--- config.mk ---
export PLATFORM = sky130hd
export DESIGN_NAME = tsar_regs
export DESIGN_NICKNAME = d
export VERILOG_FILES = /design/src/design/tsar_regs.v
export VERILOG_INCLUDE_DIRS = /design/src /design/src/design
export SDC_FILE = /design/constraint.sdc
export NUM_CORES = 1
export LEC_CHECK = 0
export ABC_AREA = 1
export BUFFER_PORTS_ARGS = -buffer_cell sky130_fd_sc_hd__buf_2
export CAP_MARGIN = 30
export CORE_UTILIZATION = 50
export CTS_CLUSTER_DIAMETER = 200
export DETAILED_ROUTE_END_ITERATION = 8
export MAX_ROUTING_LAYER = met4
export PLACE_DENSITY = 0.74
export SLEW_MARGIN = 5
export SYNTH_ARGS = -nofsm -noshare
export SYNTH_HDL_FRONTEND = slang
export SYNTH_SLANG_ARGS = --single-unit
--- constraint.sdc ---
create_clock -name clk -period 2.8 [get_ports clk]
set_input_delay 0.84 -clock clk [delete_from_list [all_inputs] [get_ports clk]]
set_output_delay 0.84 -clock clk [all_outputs]
set_load 0.1 [all_outputs]
--- src/design/tsar_defs.vh ---
// Constants for the sensor address and register-selector block
`ifndef TSAR_DEFS_VH
`define TSAR_DEFS_VH

// =====================================================
// Register selector codes
`define TSAR_SEL_TEMP 3'h0
`define TSAR_SEL_CONF 3'h1
`define TSAR_SEL_HYST 3'h2
`define TSAR_SEL_OVER 3'h3
`define TSAR_SEL_IDLE 3'h4

// =====================================================
// Power-on values
`define TSAR_RST_TEMP 16'h0000
`define TSAR_RST_CONF 8'h00
`define TSAR_RST_HYST 16'h4b00
`define TSAR_RST_OVER 16'h5000
`define TSAR_RST_IDLE 8'h00
`define TSAR_RST_SEL 3'h0

// =====================================================
// Configuration fields
`define TSAR_CONF_SHDN 0
`define TSAR_CONF_MODE 1
`define TSAR_CONF_POL 2
`define TSAR_CONF_FQ_LO 3
`define TSAR_CONF_FQ_HI 4

// =====================================================
// Fault queue depths
`define TSAR_FQ_00 3'h1
`define TSAR_FQ_01 3'h2
`define TSAR_FQ_10 3'h4
`define TSAR_FQ_11 3'h6

// =====================================================
// Address pin levels (bit1 floating, bit0 logic value)
`define TSAR_LVL_FLT_BIT 1
`define TSAR_ADDR_BASE_FIXED 4'h9
`define TSAR_ADDR_BASE_HFLT 4'he
`define TSAR_ADDR_BASE_MIX 4'h5
`define TSAR_ADDR_BASE_DUAL 4'h6
`define TSAR_ADDR_SIX_LOW 7'h48
`define TSAR_ADDR_SIX_FLT 7'h49
`define TSAR_ADDR_SIX_HIGH 7'h4a
`define TSAR_ADDR_ALL_FLT 7'h37

// =====================================================
// Strap capture delay after reset release, in cycles
`define TSAR_CAP_DELAY 2'h2

`endif

--- src/design/tsar_regs.v ---
// Sensor slave address decode, serial register access and alarm logic
`timescale 1ns/100ps
`include "tsar_defs.vh"
// Overview of operation
// - Address pins sampled once after reset, latched
// - Each address pin decodes zero, one, floating
// - No floating pins: address 1001 plus pins
// - High floating: 1110 plus pair index; all three floating give 37h
// - Mixed floating pins map to 0101/0110 codes
// - Six-pin variant: single pin picks three addresses
// - Selector low three bits choose five registers
// - Selector unreadable, changes only on selector byte
// - Read without selector returns last selected register
// - Selector resets to temperature register
// - Temperature register read-only, resets zero
// - Overtemperature limit read/write, resets 5000h
// - Hysteresis limit read/write, resets 4B00h
// - Idle period read/write, resets 00h
// - Configuration byte read/write, resets 00h
// - Bits 4:3 pick fault count 1,2,4,6
// - Bit 2 sets alarm polarity
// - Bit 1 selects comparator or interrupt
// - Bit 0 selects shutdown
// - Shutdown stops conversions, keeps result, bus works
// - Comparator: assert above limit, release below hysteresis
// - Interrupt alarm cleared by read or shutdown
// - Alarm needs programmed consecutive fault count
module tsar_regs #(
  parameter SIX_PIN = 0
) (
  // Clock, reset, enable
  input wire clk,
  input wire rst_n,
  input wire ce,
  // Address straps: {floating, value}
  input wire [1:0] addr_pin_low,
  input wire [1:0] addr_pin_mid,
  input wire [1:0] addr_pin_high,
  // Serial bus pins
  input wire scl_in,
  input wire sda_in,
  output wire sda_out,
  output reg sda_oe,
  // Open-drain alarm pin
  output wire alarm_output_out,
  output reg alarm_output_oe,
  // Converter side
  input wire [10:0] temp_sample,
  input wire temp_valid,
  output reg conversion_enable,
  output reg [7:0] idle_period_out,
  output reg [6:0] slave_addr_out
);

  // =====================================================
  // States
  localparam ST_IDLE = 3'd0;
  localparam ST_ADDR = 3'd1;
  localparam ST_ACK = 3'd2;
  localparam ST_RX = 3'd3;
  localparam ST_TX = 3'd4;
  localparam ST_TXACK = 3'd5;

  // =====================================================
  // Functions
  function [6:0] tsar_decode;
    input [1:0] h;
    input [1:0] m;
    input [1:0] l;
    reg fh;
    reg fm;
    reg fl;
    begin
      fh = h[`TSAR_LVL_FLT_BIT];
      fm = m[`TSAR_LVL_FLT_BIT];
      fl = l[`TSAR_LVL_FLT_BIT];
      if (SIX_PIN != 0) begin
        if (fl)
          tsar_decode = `TSAR_ADDR_SIX_FLT;
        else if (l[0])
          tsar_decode = `TSAR_ADDR_SIX_HIGH;
        else
          tsar_decode = `TSAR_ADDR_SIX_LOW;
      end else if (!fh && !fm && !fl) begin
        tsar_decode = {`TSAR_ADDR_BASE_FIXED, h[0], m[0], l[0]};
      end else if (fh) begin
        if (fm && fl)
          tsar_decode = `TSAR_ADDR_ALL_FLT;
        else if (fm)
          tsar_decode = {`TSAR_ADDR_BASE_HFLT, 2'b11, l[0]};
        else if (m[0])
          tsar_decode = {`TSAR_ADDR_BASE_HFLT, fl ? 3'd4 : (l[0] ? 3'd5 : 3'd3)};
        else
          tsar_decode = {`TSAR_ADDR_BASE_HFLT, fl ? 3'd1 : (l[0] ? 3'd2 : 3'd0)};
      end else if (fm && fl) begin
        tsar_decode = {`TSAR_ADDR_BASE_DUAL, 1'b1, h[0], ~h[0]};
      end else if (fm) begin
        tsar_decode = {`TSAR_ADDR_BASE_MIX, 1'b0, h[0], l[0]};
      end else begin
        tsar_decode = {`TSAR_ADDR_BASE_MIX, 1'b1, h[0], m[0]};
      end
    end
  endfunction

  function [2:0] tsar_queue;
    input [1:0] code;
    begin
      case (code)
        2'b00: tsar_queue = `TSAR_FQ_00;
        2'b01: tsar_queue = `TSAR_FQ_01;
        2'b10: tsar_queue = `TSAR_FQ_10;
        default: tsar_queue = `TSAR_FQ_11;
      endcase
    end
  endfunction

  // =====================================================
  // Synchronisers
  reg [1:0] pl_s1;
  reg [1:0] pl_s2;
  reg [1:0] pm_s1;
  reg [1:0] pm_s2;
  reg [1:0] ph_s1;
  reg [1:0] ph_s2;
  reg scl_s1;
  reg scl_s2;
  reg scl_d;
  reg sda_s1;
  reg sda_s2;
  reg sda_d;

  always @(posedge clk) begin
    if (ce) begin
      pl_s1 <= addr_pin_low;
      pl_s2 <= pl_s1;
      pm_s1 <= addr_pin_mid;
      pm_s2 <= pm_s1;
      ph_s1 <= addr_pin_high;
      ph_s2 <= ph_s1;
      scl_s1 <= scl_in;
      scl_s2 <= scl_s1;
      scl_d <= scl_s2;
      sda_s1 <= sda_in;
      sda_s2 <= sda_s1;
      sda_d <= sda_s2;
    end
  end

  wire scl_rise = scl_s2 & ~scl_d;
  wire scl_fall = ~scl_s2 & scl_d;
  wire bus_start = scl_s2 & scl_d & sda_d & ~sda_s2;
  wire bus_stop = scl_s2 & scl_d & ~sda_d & sda_s2;

  // =====================================================
  // Registers and bus engine
  reg [1:0] cap_cnt_reg;
  reg addr_done_reg;
  reg [2:0] state_reg;
  reg [3:0] bit_cnt_reg;
  reg [7:0] rx_shift_reg;
  reg [7:0] tx_shift_reg;
  reg [1:0] byte_idx_reg;
  reg rd_idx_reg;
  reg rw_reg;
  reg nack_reg;
  reg [2:0] sel_reg;
  reg [15:0] snap_reg;
  reg [7:0] wr_msb_reg;
  reg [15:0] temp_reg;
  reg [7:0] conf_reg;
  reg [15:0] hyst_reg;
  reg [15:0] over_reg;
  reg read_clear;
  reg shdn_entry;
  reg [15:0] sel_word;

  assign sda_out = 1'b0;

  always @* begin
    case (sel_reg)
      `TSAR_SEL_TEMP: sel_word = temp_reg;
      `TSAR_SEL_CONF: sel_word = {conf_reg, 8'h00};
      `TSAR_SEL_HYST: sel_word = hyst_reg;
      `TSAR_SEL_OVER: sel_word = over_reg;
      `TSAR_SEL_IDLE: sel_word = {idle_period_out, 8'h00};
      default: sel_word = 16'h0000;
    endcase
  end

  always @(posedge clk) begin
    if (!rst_n) begin
      cap_cnt_reg <= 2'h0;
      addr_done_reg <= 1'b0;
      slave_addr_out <= 7'h00;
      state_reg <= ST_IDLE;
      bit_cnt_reg <= 4'h0;
      rx_shift_reg <= 8'h00;
      tx_shift_reg <= 8'h00;
      byte_idx_reg <= 2'h0;
      rd_idx_reg <= 1'b0;
      rw_reg <= 1'b0;
      nack_reg <= 1'b0;
      sda_oe <= 1'b0;
      sel_reg <= `TSAR_RST_SEL;
      snap_reg <= 16'h0000;
      wr_msb_reg <= 8'h00;
      temp_reg <= `TSAR_RST_TEMP;
      conf_reg <= `TSAR_RST_CONF;
      hyst_reg <= `TSAR_RST_HYST;
      over_reg <= `TSAR_RST_OVER;
      idle_period_out <= `TSAR_RST_IDLE;
      read_clear <= 1'b0;
      shdn_entry <= 1'b0;
    end else if (ce) begin
      read_clear <= 1'b0;
      shdn_entry <= 1'b0;
      // Wait for the synchronisers to fill before taking the straps
      if (!addr_done_reg) begin
        if (cap_cnt_reg == `TSAR_CAP_DELAY) begin
          addr_done_reg <= 1'b1;
          slave_addr_out <= tsar_decode(ph_s2, pm_s2, pl_s2);
        end else begin
          cap_cnt_reg <= cap_cnt_reg + 2'h1;
        end
      end
      // Results held while shut down
      if (temp_valid && !conf_reg[`TSAR_CONF_SHDN])
        temp_reg <= {temp_sample, 5'h00};
      if (bus_stop) begin
        state_reg <= ST_IDLE;
        sda_oe <= 1'b0;
      end else if (bus_start) begin
        state_reg <= ST_ADDR;
        bit_cnt_reg <= 4'h0;
        sda_oe <= 1'b0;
      end else if (scl_rise) begin
        if (state_reg == ST_ADDR || state_reg == ST_RX) begin
          rx_shift_reg <= {rx_shift_reg[6:0], sda_s2};
          bit_cnt_reg <= bit_cnt_reg + 4'h1;
        end
        if (state_reg == ST_TXACK)
          nack_reg <= sda_s2;
      end else if (scl_fall) begin
        case (state_reg)
          ST_ADDR: begin
            if (bit_cnt_reg == 4'h8) begin
              if (addr_done_reg && rx_shift_reg[7:1] == slave_addr_out) begin
                state_reg <= ST_ACK;
                sda_oe <= 1'b1;
                rw_reg <= rx_shift_reg[0];
                byte_idx_reg <= 2'h0;
                rd_idx_reg <= 1'b0;
                if (rx_shift_reg[0]) begin
                  snap_reg <= sel_word;
                  read_clear <= 1'b1;
                end
              end else begin
                state_reg <= ST_IDLE;
              end
            end
          end
          ST_RX: begin
            if (bit_cnt_reg == 4'h8) begin
              state_reg <= ST_ACK;
              sda_oe <= 1'b1;
              if (byte_idx_reg != 2'h3)
                byte_idx_reg <= byte_idx_reg + 2'h1;
              if (byte_idx_reg == 2'h0) begin
                sel_reg <= rx_shift_reg[2:0];
              end else if (byte_idx_reg == 2'h1) begin
                wr_msb_reg <= rx_shift_reg;
                if (sel_reg == `TSAR_SEL_CONF) begin
                  conf_reg <= rx_shift_reg;
                  if (rx_shift_reg[`TSAR_CONF_SHDN] && !conf_reg[`TSAR_CONF_SHDN])
                    shdn_entry <= 1'b1;
                end
                if (sel_reg == `TSAR_SEL_IDLE)
                  idle_period_out <= rx_shift_reg;
              end else if (byte_idx_reg == 2'h2) begin
                if (sel_reg == `TSAR_SEL_HYST)
                  hyst_reg <= {wr_msb_reg, rx_shift_reg};
                if (sel_reg == `TSAR_SEL_OVER)
                  over_reg <= {wr_msb_reg, rx_shift_reg};
              end
            end
          end
          ST_ACK: begin
            bit_cnt_reg <= 4'h0;
            if (rw_reg) begin
              state_reg <= ST_TX;
              tx_shift_reg <= {snap_reg[14:8], 1'b0};
              sda_oe <= ~snap_reg[15];
              rd_idx_reg <= 1'b1;
            end else begin
              state_reg <= ST_RX;
              sda_oe <= 1'b0;
            end
          end
          ST_TX: begin
            if (bit_cnt_reg == 4'h7) begin
              state_reg <= ST_TXACK;
              sda_oe <= 1'b0;
            end else begin
              bit_cnt_reg <= bit_cnt_reg + 4'h1;
              sda_oe <= ~tx_shift_reg[7];
              tx_shift_reg <= {tx_shift_reg[6:0], 1'b0};
            end
          end
          ST_TXACK: begin
            bit_cnt_reg <= 4'h0;
            if (nack_reg) begin
              state_reg <= ST_IDLE;
            end else begin
              // Byte pairs repeat MSB, LSB while the master keeps acking
              state_reg <= ST_TX;
              rd_idx_reg <= ~rd_idx_reg;
              if (rd_idx_reg) begin
                sda_oe <= ~snap_reg[7];
                tx_shift_reg <= {snap_reg[6:0], 1'b0};
              end else begin
                sda_oe <= ~snap_reg[15];
                tx_shift_reg <= {snap_reg[14:8], 1'b0};
              end
            end
          end
          default: state_reg <= ST_IDLE;
        endcase
      end
    end
  end

  // =====================================================
  // Alarm engine
  reg alarm_reg;
  reg arm_low_reg;
  reg [2:0] fault_cnt_reg;
  wire signed [8:0] temp9 = temp_sample[10:2];
  wire signed [8:0] over9 = over_reg[15:7];
  wire signed [8:0] hyst9 = hyst_reg[15:7];
  wire hi_trip = temp9 > over9;
  wire lo_trip = temp9 < hyst9;
  wire int_mode = conf_reg[`TSAR_CONF_MODE];
  wire conv_ok = temp_valid & ~conf_reg[`TSAR_CONF_SHDN];
  wire want_low = int_mode ? arm_low_reg : alarm_reg;
  wire fault = want_low ? lo_trip : hi_trip;
  wire [2:0] fault_inc = fault_cnt_reg + 3'h1;
  wire [2:0] fault_need = tsar_queue(conf_reg[`TSAR_CONF_FQ_HI:`TSAR_CONF_FQ_LO]);
  wire alarm_event = conv_ok & fault & (fault_inc >= fault_need);

  assign alarm_output_out = 1'b0;

  always @(posedge clk) begin
    if (!rst_n) begin
      alarm_reg <= 1'b0;
      arm_low_reg <= 1'b0;
      fault_cnt_reg <= 3'h0;
      alarm_output_oe <= 1'b0;
      conversion_enable <= 1'b0;
    end else if (ce) begin
      conversion_enable <= ~conf_reg[`TSAR_CONF_SHDN];
      // Pin pulled low when active-low alarm is set or active-high is idle
      alarm_output_oe <= alarm_reg ^ conf_reg[`TSAR_CONF_POL];
      if (conv_ok)
        fault_cnt_reg <= (fault && !alarm_event) ? fault_inc : 3'h0;
      if (int_mode && (read_clear || shdn_entry))
        alarm_reg <= 1'b0;
      // Event written last so it wins over a same-cycle clear
      if (alarm_event) begin
        if (int_mode) begin
          alarm_reg <= 1'b1;
          arm_low_reg <= ~arm_low_reg;
        end else begin
          alarm_reg <= ~alarm_reg;
        end
      end
    end
  end

endmodule

# Word-level counts from Yosys, hierarchy flattened
# Index checks and enable logic that the tools add are counted.
dict set report totals {
  regBits 152
  elab_cells 241
  latchBits 0
  output_inout_bits 20
  n_memories 0
  romBits 0
  ramBits 0
  in_bits 23
}
dict set report op_classes {
  shifts 0
  add_sub_neg 4
  order_cmp 3
  multipliers 0
  eq_ne 33
  mux 83
  div_mod_pow 0
  n_reduce_logical 49
  bitwise 30
}
# cell count
set ops {}
lappend ops {{one-hot mux 16 bit (5 select lines)} 1}
lappend ops {{two-way mux 3 bit} 15}
lappend ops {{two-way mux 1 bit} 40}
lappend ops {{AND reduction 10 bit} 4}
lappend ops {{two-way mux 8 bit} 4}
lappend ops {{AND reduction 9 bit} 3}
lappend ops {{one-hot mux 8 bit (3 select lines)} 1}
lappend ops {{AND reduction 8 bit} 3}
lappend ops {{AND reduction 11 bit} 2}
lappend ops {{two-way mux 7 bit} 3}
lappend ops {{two-way mux 4 bit} 5}
lappend ops {{inverter 1 bit} 19}
lappend ops {{one-hot mux 3 bit (5 select lines)} 1}
lappend ops {{two-way mux 2 bit} 7}
lappend ops {{equality test 3 x 2 -> 1 bit, second input constant} 4}
lappend ops {{!= test 4 x 3 -> 1 bit, second input constant} 3}
lappend ops {{!= test 4 bit, second input constant} 3}
lappend ops {{AND reduction 6 bit} 2}
lappend ops {{nonzero test 3 bit} 4}
lappend ops {{AND 1 bit} 10}
lappend ops {{AND reduction 5 bit} 2}
lappend ops {{equality test 3 bit, second input constant} 3}
lappend ops {{> comparator 9 bit} 1}
lappend ops {{less-than comparator 9 bit} 1}
lappend ops {{31 further kinds} 61}

# Longest topological paths before layout
dict set report depth {
  word_depth 12
  depth_mapped 16
  ltp_nobuf 16
}

# Least setup slack after synthesis
# Ideal clock, no wire load.
dict set report synth_timing {
  path_kind {flip-flop to flip-flop}
  startpoint {reg slave_addr_out[2]}
  endpoint {reg snap_reg[15]}
  setup_slack_ns 0.620
  t_required_ns 2.672
  period_less_slack_ns 2.180
  arrival_ns 2.052
  n_path_buf 1
  setup_ns 0.128
  path_stages_with_launch 9
  cell_sequence {dfxtp_1 > o21ai_0 > nor3_1 > nand2_1 > nor2_4 > nand2_2 > buf_2 > o21ai_0 > nor2_1}
}
dict set report synth_via {
  elab_chain_cells 3
}
# item line_no
set synth_lines {}
lappend synth_lines {{start: declaration} tsar_regs.v:52} ;# output reg [6:0] slave_addr_out
lappend synth_lines {{start signal: assignment} tsar_regs.v:221} ;# slave_addr_out <= tsar_decode(ph_s2, pm_s2, pl_s2);
lappend synth_lines {{equality test 7 bit} tsar_regs.v:247} ;# if (addr_done_reg && rx_shift_reg[7:1] == slave_addr_out) begin
lappend synth_lines {{logical AND 1 bit} tsar_regs.v:247}
lappend synth_lines {{AND reduction 9 bit (no source line)} -}
lappend synth_lines {{end signal: assignment} tsar_regs.v:254} ;# snap_reg <= sel_word;
lappend synth_lines {{end: declaration} tsar_regs.v:167} ;# reg [15:0] snap_reg;
# No other way between the ends.
# A chain may end at the register's enable or synchronous reset.

# Worst setup path in the final report
dict set report layout_timing {
  startpoint {reg scl_s2}
  endpoint {reg conf_reg[4]}
}
dict set report layout_via {
  elab_chain_cells 5
  elab_cells_between_ends 12
  cone_classes {bitwise (11); reduce/logical (1)}
}
# item line_no
set layout_lines {}
lappend layout_lines {{start: declaration} tsar_regs.v:126} ;# reg scl_s2;
lappend layout_lines {{start signal: assignment} tsar_regs.v:141} ;# scl_s2 <= scl_s1;
lappend layout_lines {{AND 1 bit} {tsar_regs.v:151, tsar_regs.v:152}}
lappend layout_lines {{AND 1 bit (on tied branches) (2 in series)} {tsar_regs.v:152, tsar_regs.v:151}}
lappend layout_lines {{inverter 1 bit (no source line)} -}
lappend layout_lines {{AND reduction 10 bit (no source line) *} -}
lappend layout_lines {{end signal: assignment} tsar_regs.v:208} ;# conf_reg <= `TSAR_RST_CONF;
lappend layout_lines {{end signal: assignment} tsar_regs.v:273} ;# conf_reg <= rx_shift_reg;
lappend layout_lines {{end: declaration} tsar_regs.v:170} ;# reg [7:0] conf_reg;
# Every way passes the cells marked *; elsewhere a longest branch is shown, timed or not.

==> impl_metrics.env <==
export IMPL_fillCellCount=1266
export IMPL_cts_sinks=151
export IMPL_fp_dieH_um=122.8
export IMPL_syn_inst=927
export IMPL_clk_pin_slew_ns=0.06
export IMPL_cts_max_path_buffers=2
export IMPL_synth_simple_area_share_pct=17.12
export IMPL_synth_top_family_by_area="compound AO/OA/AOI/OAI gates"
export IMPL_cp_required_ns=3.09
export IMPL_min_to="sda_s2"
export IMPL_timing_hold_ws_ns=0.4189
export IMPL_die_area_um2=15080
export IMPL_hpwl_um=12600
export IMPL_nets=1020
export IMPL_crit_fanout=17
export IMPL_n_antenna_cell=0
export IMPL_fin_skew_ns=0.008395
export IMPL_ir_drop_mv=0.4708
export IMPL_drv_cap=0
export IMPL_drc_errors=0
export IMPL_grt_pass1_wl_um=28300
export IMPL_synth_largest_area_cell="dfxtp_1"
export IMPL_clkLatencyLatePin_ns=0.43
export IMPL_htree_num_levels=4
export IMPL_yosysWarnings=0
export IMPL_drtPass1Iterations=5
export IMPL_regArea_um2=3203
export IMPL_grtUsageTotal_pct=25.47
export IMPL_tns_ns=0
export IMPL_io_buffers=40
export IMPL_ys_flop_type="dfxtp_1"
export IMPL_vias=6334
export IMPL_worstHoldStart="sda_s1"
export IMPL_synth_area_leaders="dfxtp_1, o21ai_0, edfxtp_1, a21oi_1, inv_1"
export IMPL_vias_per_cell=5.475
export IMPL_synth_avg_cell_area_um2=7.869
export IMPL_ant_nets=0
export IMPL_post_cts_buffers=0
export IMPL_start_util_pct=51.95
export IMPL_wire_per_inst_um=15.37
export IMPL_grt_max_degree=96
export IMPL_power_mw=4.800
export IMPL_hold_violations=0
export IMPL_synth_compound_area_share_pct=22.49
export IMPL_rrSetupSlack_ns=0.46
export IMPL_grt_pass1_vias=5585
export IMPL_power_leakage_nw=3.420
export IMPL_yosys_area_share_adder_pct=5.660
export IMPL_crit_path_start_kind="register"
export IMPL_drv_slew=0
export IMPL_ys_seq_area_share_pct=43.91
export IMPL_cellPowerDensity_nw_per_um2=588.2
export IMPL_setup_violations_final=0
export IMPL_synth_cell_type_count=47
export IMPL_drive_above_1_share_pct=12.49
export IMPL_r2r_start="scl_s2"
export IMPL_slew_headroom_pct=52.14
export IMPL_synthMuxAreaShare_pct=0
export IMPL_status="finished clean"
export IMPL_area_growth_pct=11.87
export IMPL_num_rows=43
export IMPL_hold_path_depth=0
export IMPL_min_period_ns=2.341
export IMPL_criticalPathCategory="reg -> reg"
export IMPL_synth_xor_area_share_pct=0.7204
export IMPL_tightest_slew_ns=0.7168
export IMPL_core_area_um2=14040
export IMPL_max_freq_mhz=427.2
export IMPL_gp_congestion=0.9423
export IMPL_syn_area_um2=7294
export IMPL_arrival_ns=2.64
export IMPL_drt_iter0_drc=580
export IMPL_drt_wl_total_um=17790
export IMPL_synth_edf_count=18
export IMPL_async_reset_ff_share_pct=0
export IMPL_rsz0062_at_grt="false"
export IMPL_post_route_period_util_pct=83.61
export IMPL_cts_resized=0
export IMPL_r2r_end="conf_reg[4]"
export IMPL_cts_tree="done"
export IMPL_multi_input_comb_area_um2=3362
export IMPL_reg2reg_depth=9
export IMPL_grt_overflow=0
export IMPL_synth_top_cell_area_share_pct=36.50
export IMPL_ios=43
export IMPL_cts_root_buf="clkbuf_16"
export IMPL_postCtsHoldBufs=0
export IMPL_hp_class="reg -> reg"
export IMPL_end_kind="register"
export IMPL_die_w_um=122.8
export IMPL_numCtsBuffers=17
export IMPL_grt_antenna_before_repair=0
export IMPL_ys_seq_elements=151
## how the worst max path moves through the flow
stage	start	end	slack (ns)	depth (start not counted)
floorplan	slave_addr_out[2]	snap_reg[15]	0.62	8
global placement	ce	conf_reg[3]	0.40	8
detailed placement	temp_sample[10]	arm_low_reg	0.35	14
CTS	scl_s2	conf_reg[3]	0.51	9
global route	scl_s2	snap_reg[15]	0.27	9
finish	scl_s2	conf_reg[4]	0.46	9
## cell usage in the layout, fill, tap and decap left out, types with 3 or more instances in the layout
| cell | n |
|---|---|
| nand2_2 | 4 |
| clkbuf_16 | 17 |
| a32o_1 | 6 |
| a22o_1 | 5 |
| buf_4 | 11 |
| nor2_2 | 3 |
| nor2_1 | 66 |
| clkinv_2 | 4 |
| a211oi_1 | 14 |
| inv_6 | 4 |
| a22oi_1 | 3 |
| o22ai_1 | 16 |
| inv_2 | 12 |
| nand4_1 | 11 |
| buf_2 | 40 |
| clkinvlp_4 | 3 |
| o21ai_0 | 112 |
| xnor2_1 | 3 |
| xor2_1 | 3 |
| dfxtp_1 | 133 |
| nand3_2 | 6 |
| nor3_1 | 12 |
| inv_1 | 130 |
| o21ai_1 | 14 |
| edfxtp_1 | 18 |
| a21oi_1 | 104 |
| nand3_1 | 22 |
| nor2_4 | 4 |
| a31oi_1 | 9 |
| ha_1 | 33 |
| nand2_1 | 120 |
| nand2_4 | 4 |
| o211ai_1 | 7 |
## power breakdown
group,leakage [nW],internal (mW),switching [mW]
Clock,0.255,1.13,0.917
Combinational,1.91,0.129,0.328
Sequential,1.25,2.25,0.0431
Total,3.42,3.51,1.29
## synthesized netlist by cell type, types with 7 or more instances
library cell	count
o21ai_1	14
nand3_1	22
clkbuf_1	16
dfxtp_1	133
inv_1	130
nor2_1	66
buf_2	8
inv_2	12
a211oi_1	14
o211ai_1	7
a31oi_1	9
a21oi_1	104
nand2_1	120
edfxtp_1	18
nor3_1	12
o21ai_0	112
ha_1	33
o22ai_1	16
nand4_1	11
## through the flow
step / instances / setup WS (ns) / util, % / area (um2)
after floorplan: 928 / 0.6200 / - / 7298
after global placement: 1125 / 0.3952 / 54.35 / 7632
after global routing: 1157 / 0.2680 / 58.11 / 8160
after detailed placement: 1125 / 0.3537 / 54.35 / 7632
final: 1157 / 0.4589 / 58.11 / 8160
after CTS: 1157 / 0.5106 / 58.11 / 8160
## cell type report
cell class | instances | share of cell area, %
clock buffers | 17 | 5.213
clock inverters | 15 | 1.257
inverters | 143 | 6.608
multi-input cells | 599 | 41.20
flip-flops and latches | 151 | 39.25
well taps | 180 | 2.760
repair buffers | 52 | 3.711
## metal layers
metal	routed length [um]	global-route usage [%]	up-vias	part of all wire, %
li1	-	-	3207	-
met3	1285	5.762	29	7.2
met2	7715	36.13	210	43
met1	8419	35.05	2888	47
met4	366	9.680	0	2.1
met5	0	-	-	0
## worst max-delay path, cell delays in order, from the launching register on
cell      delay, ns
edfxtp_1       0.45
ha_1           0.26
nand3_1        0.15
nand2_2        0.09
nor2_4         0.17
nand3_2        0.12
nor2_4         0.22
nand4_4        0.28
o21ai_0        0.39
a21oi_1        0.09
## cell families after synthesis
logic type               Yosys count
XOR/XNOR                           6
AO/OA/AOI/OAI                    296
adder cells (fa/ha/maj)           33
other                              1
buffers and inverters            178
AND/OR/NAND/NOR                  262
flip-flops                       151
Power figures use the tool's default switching activity.
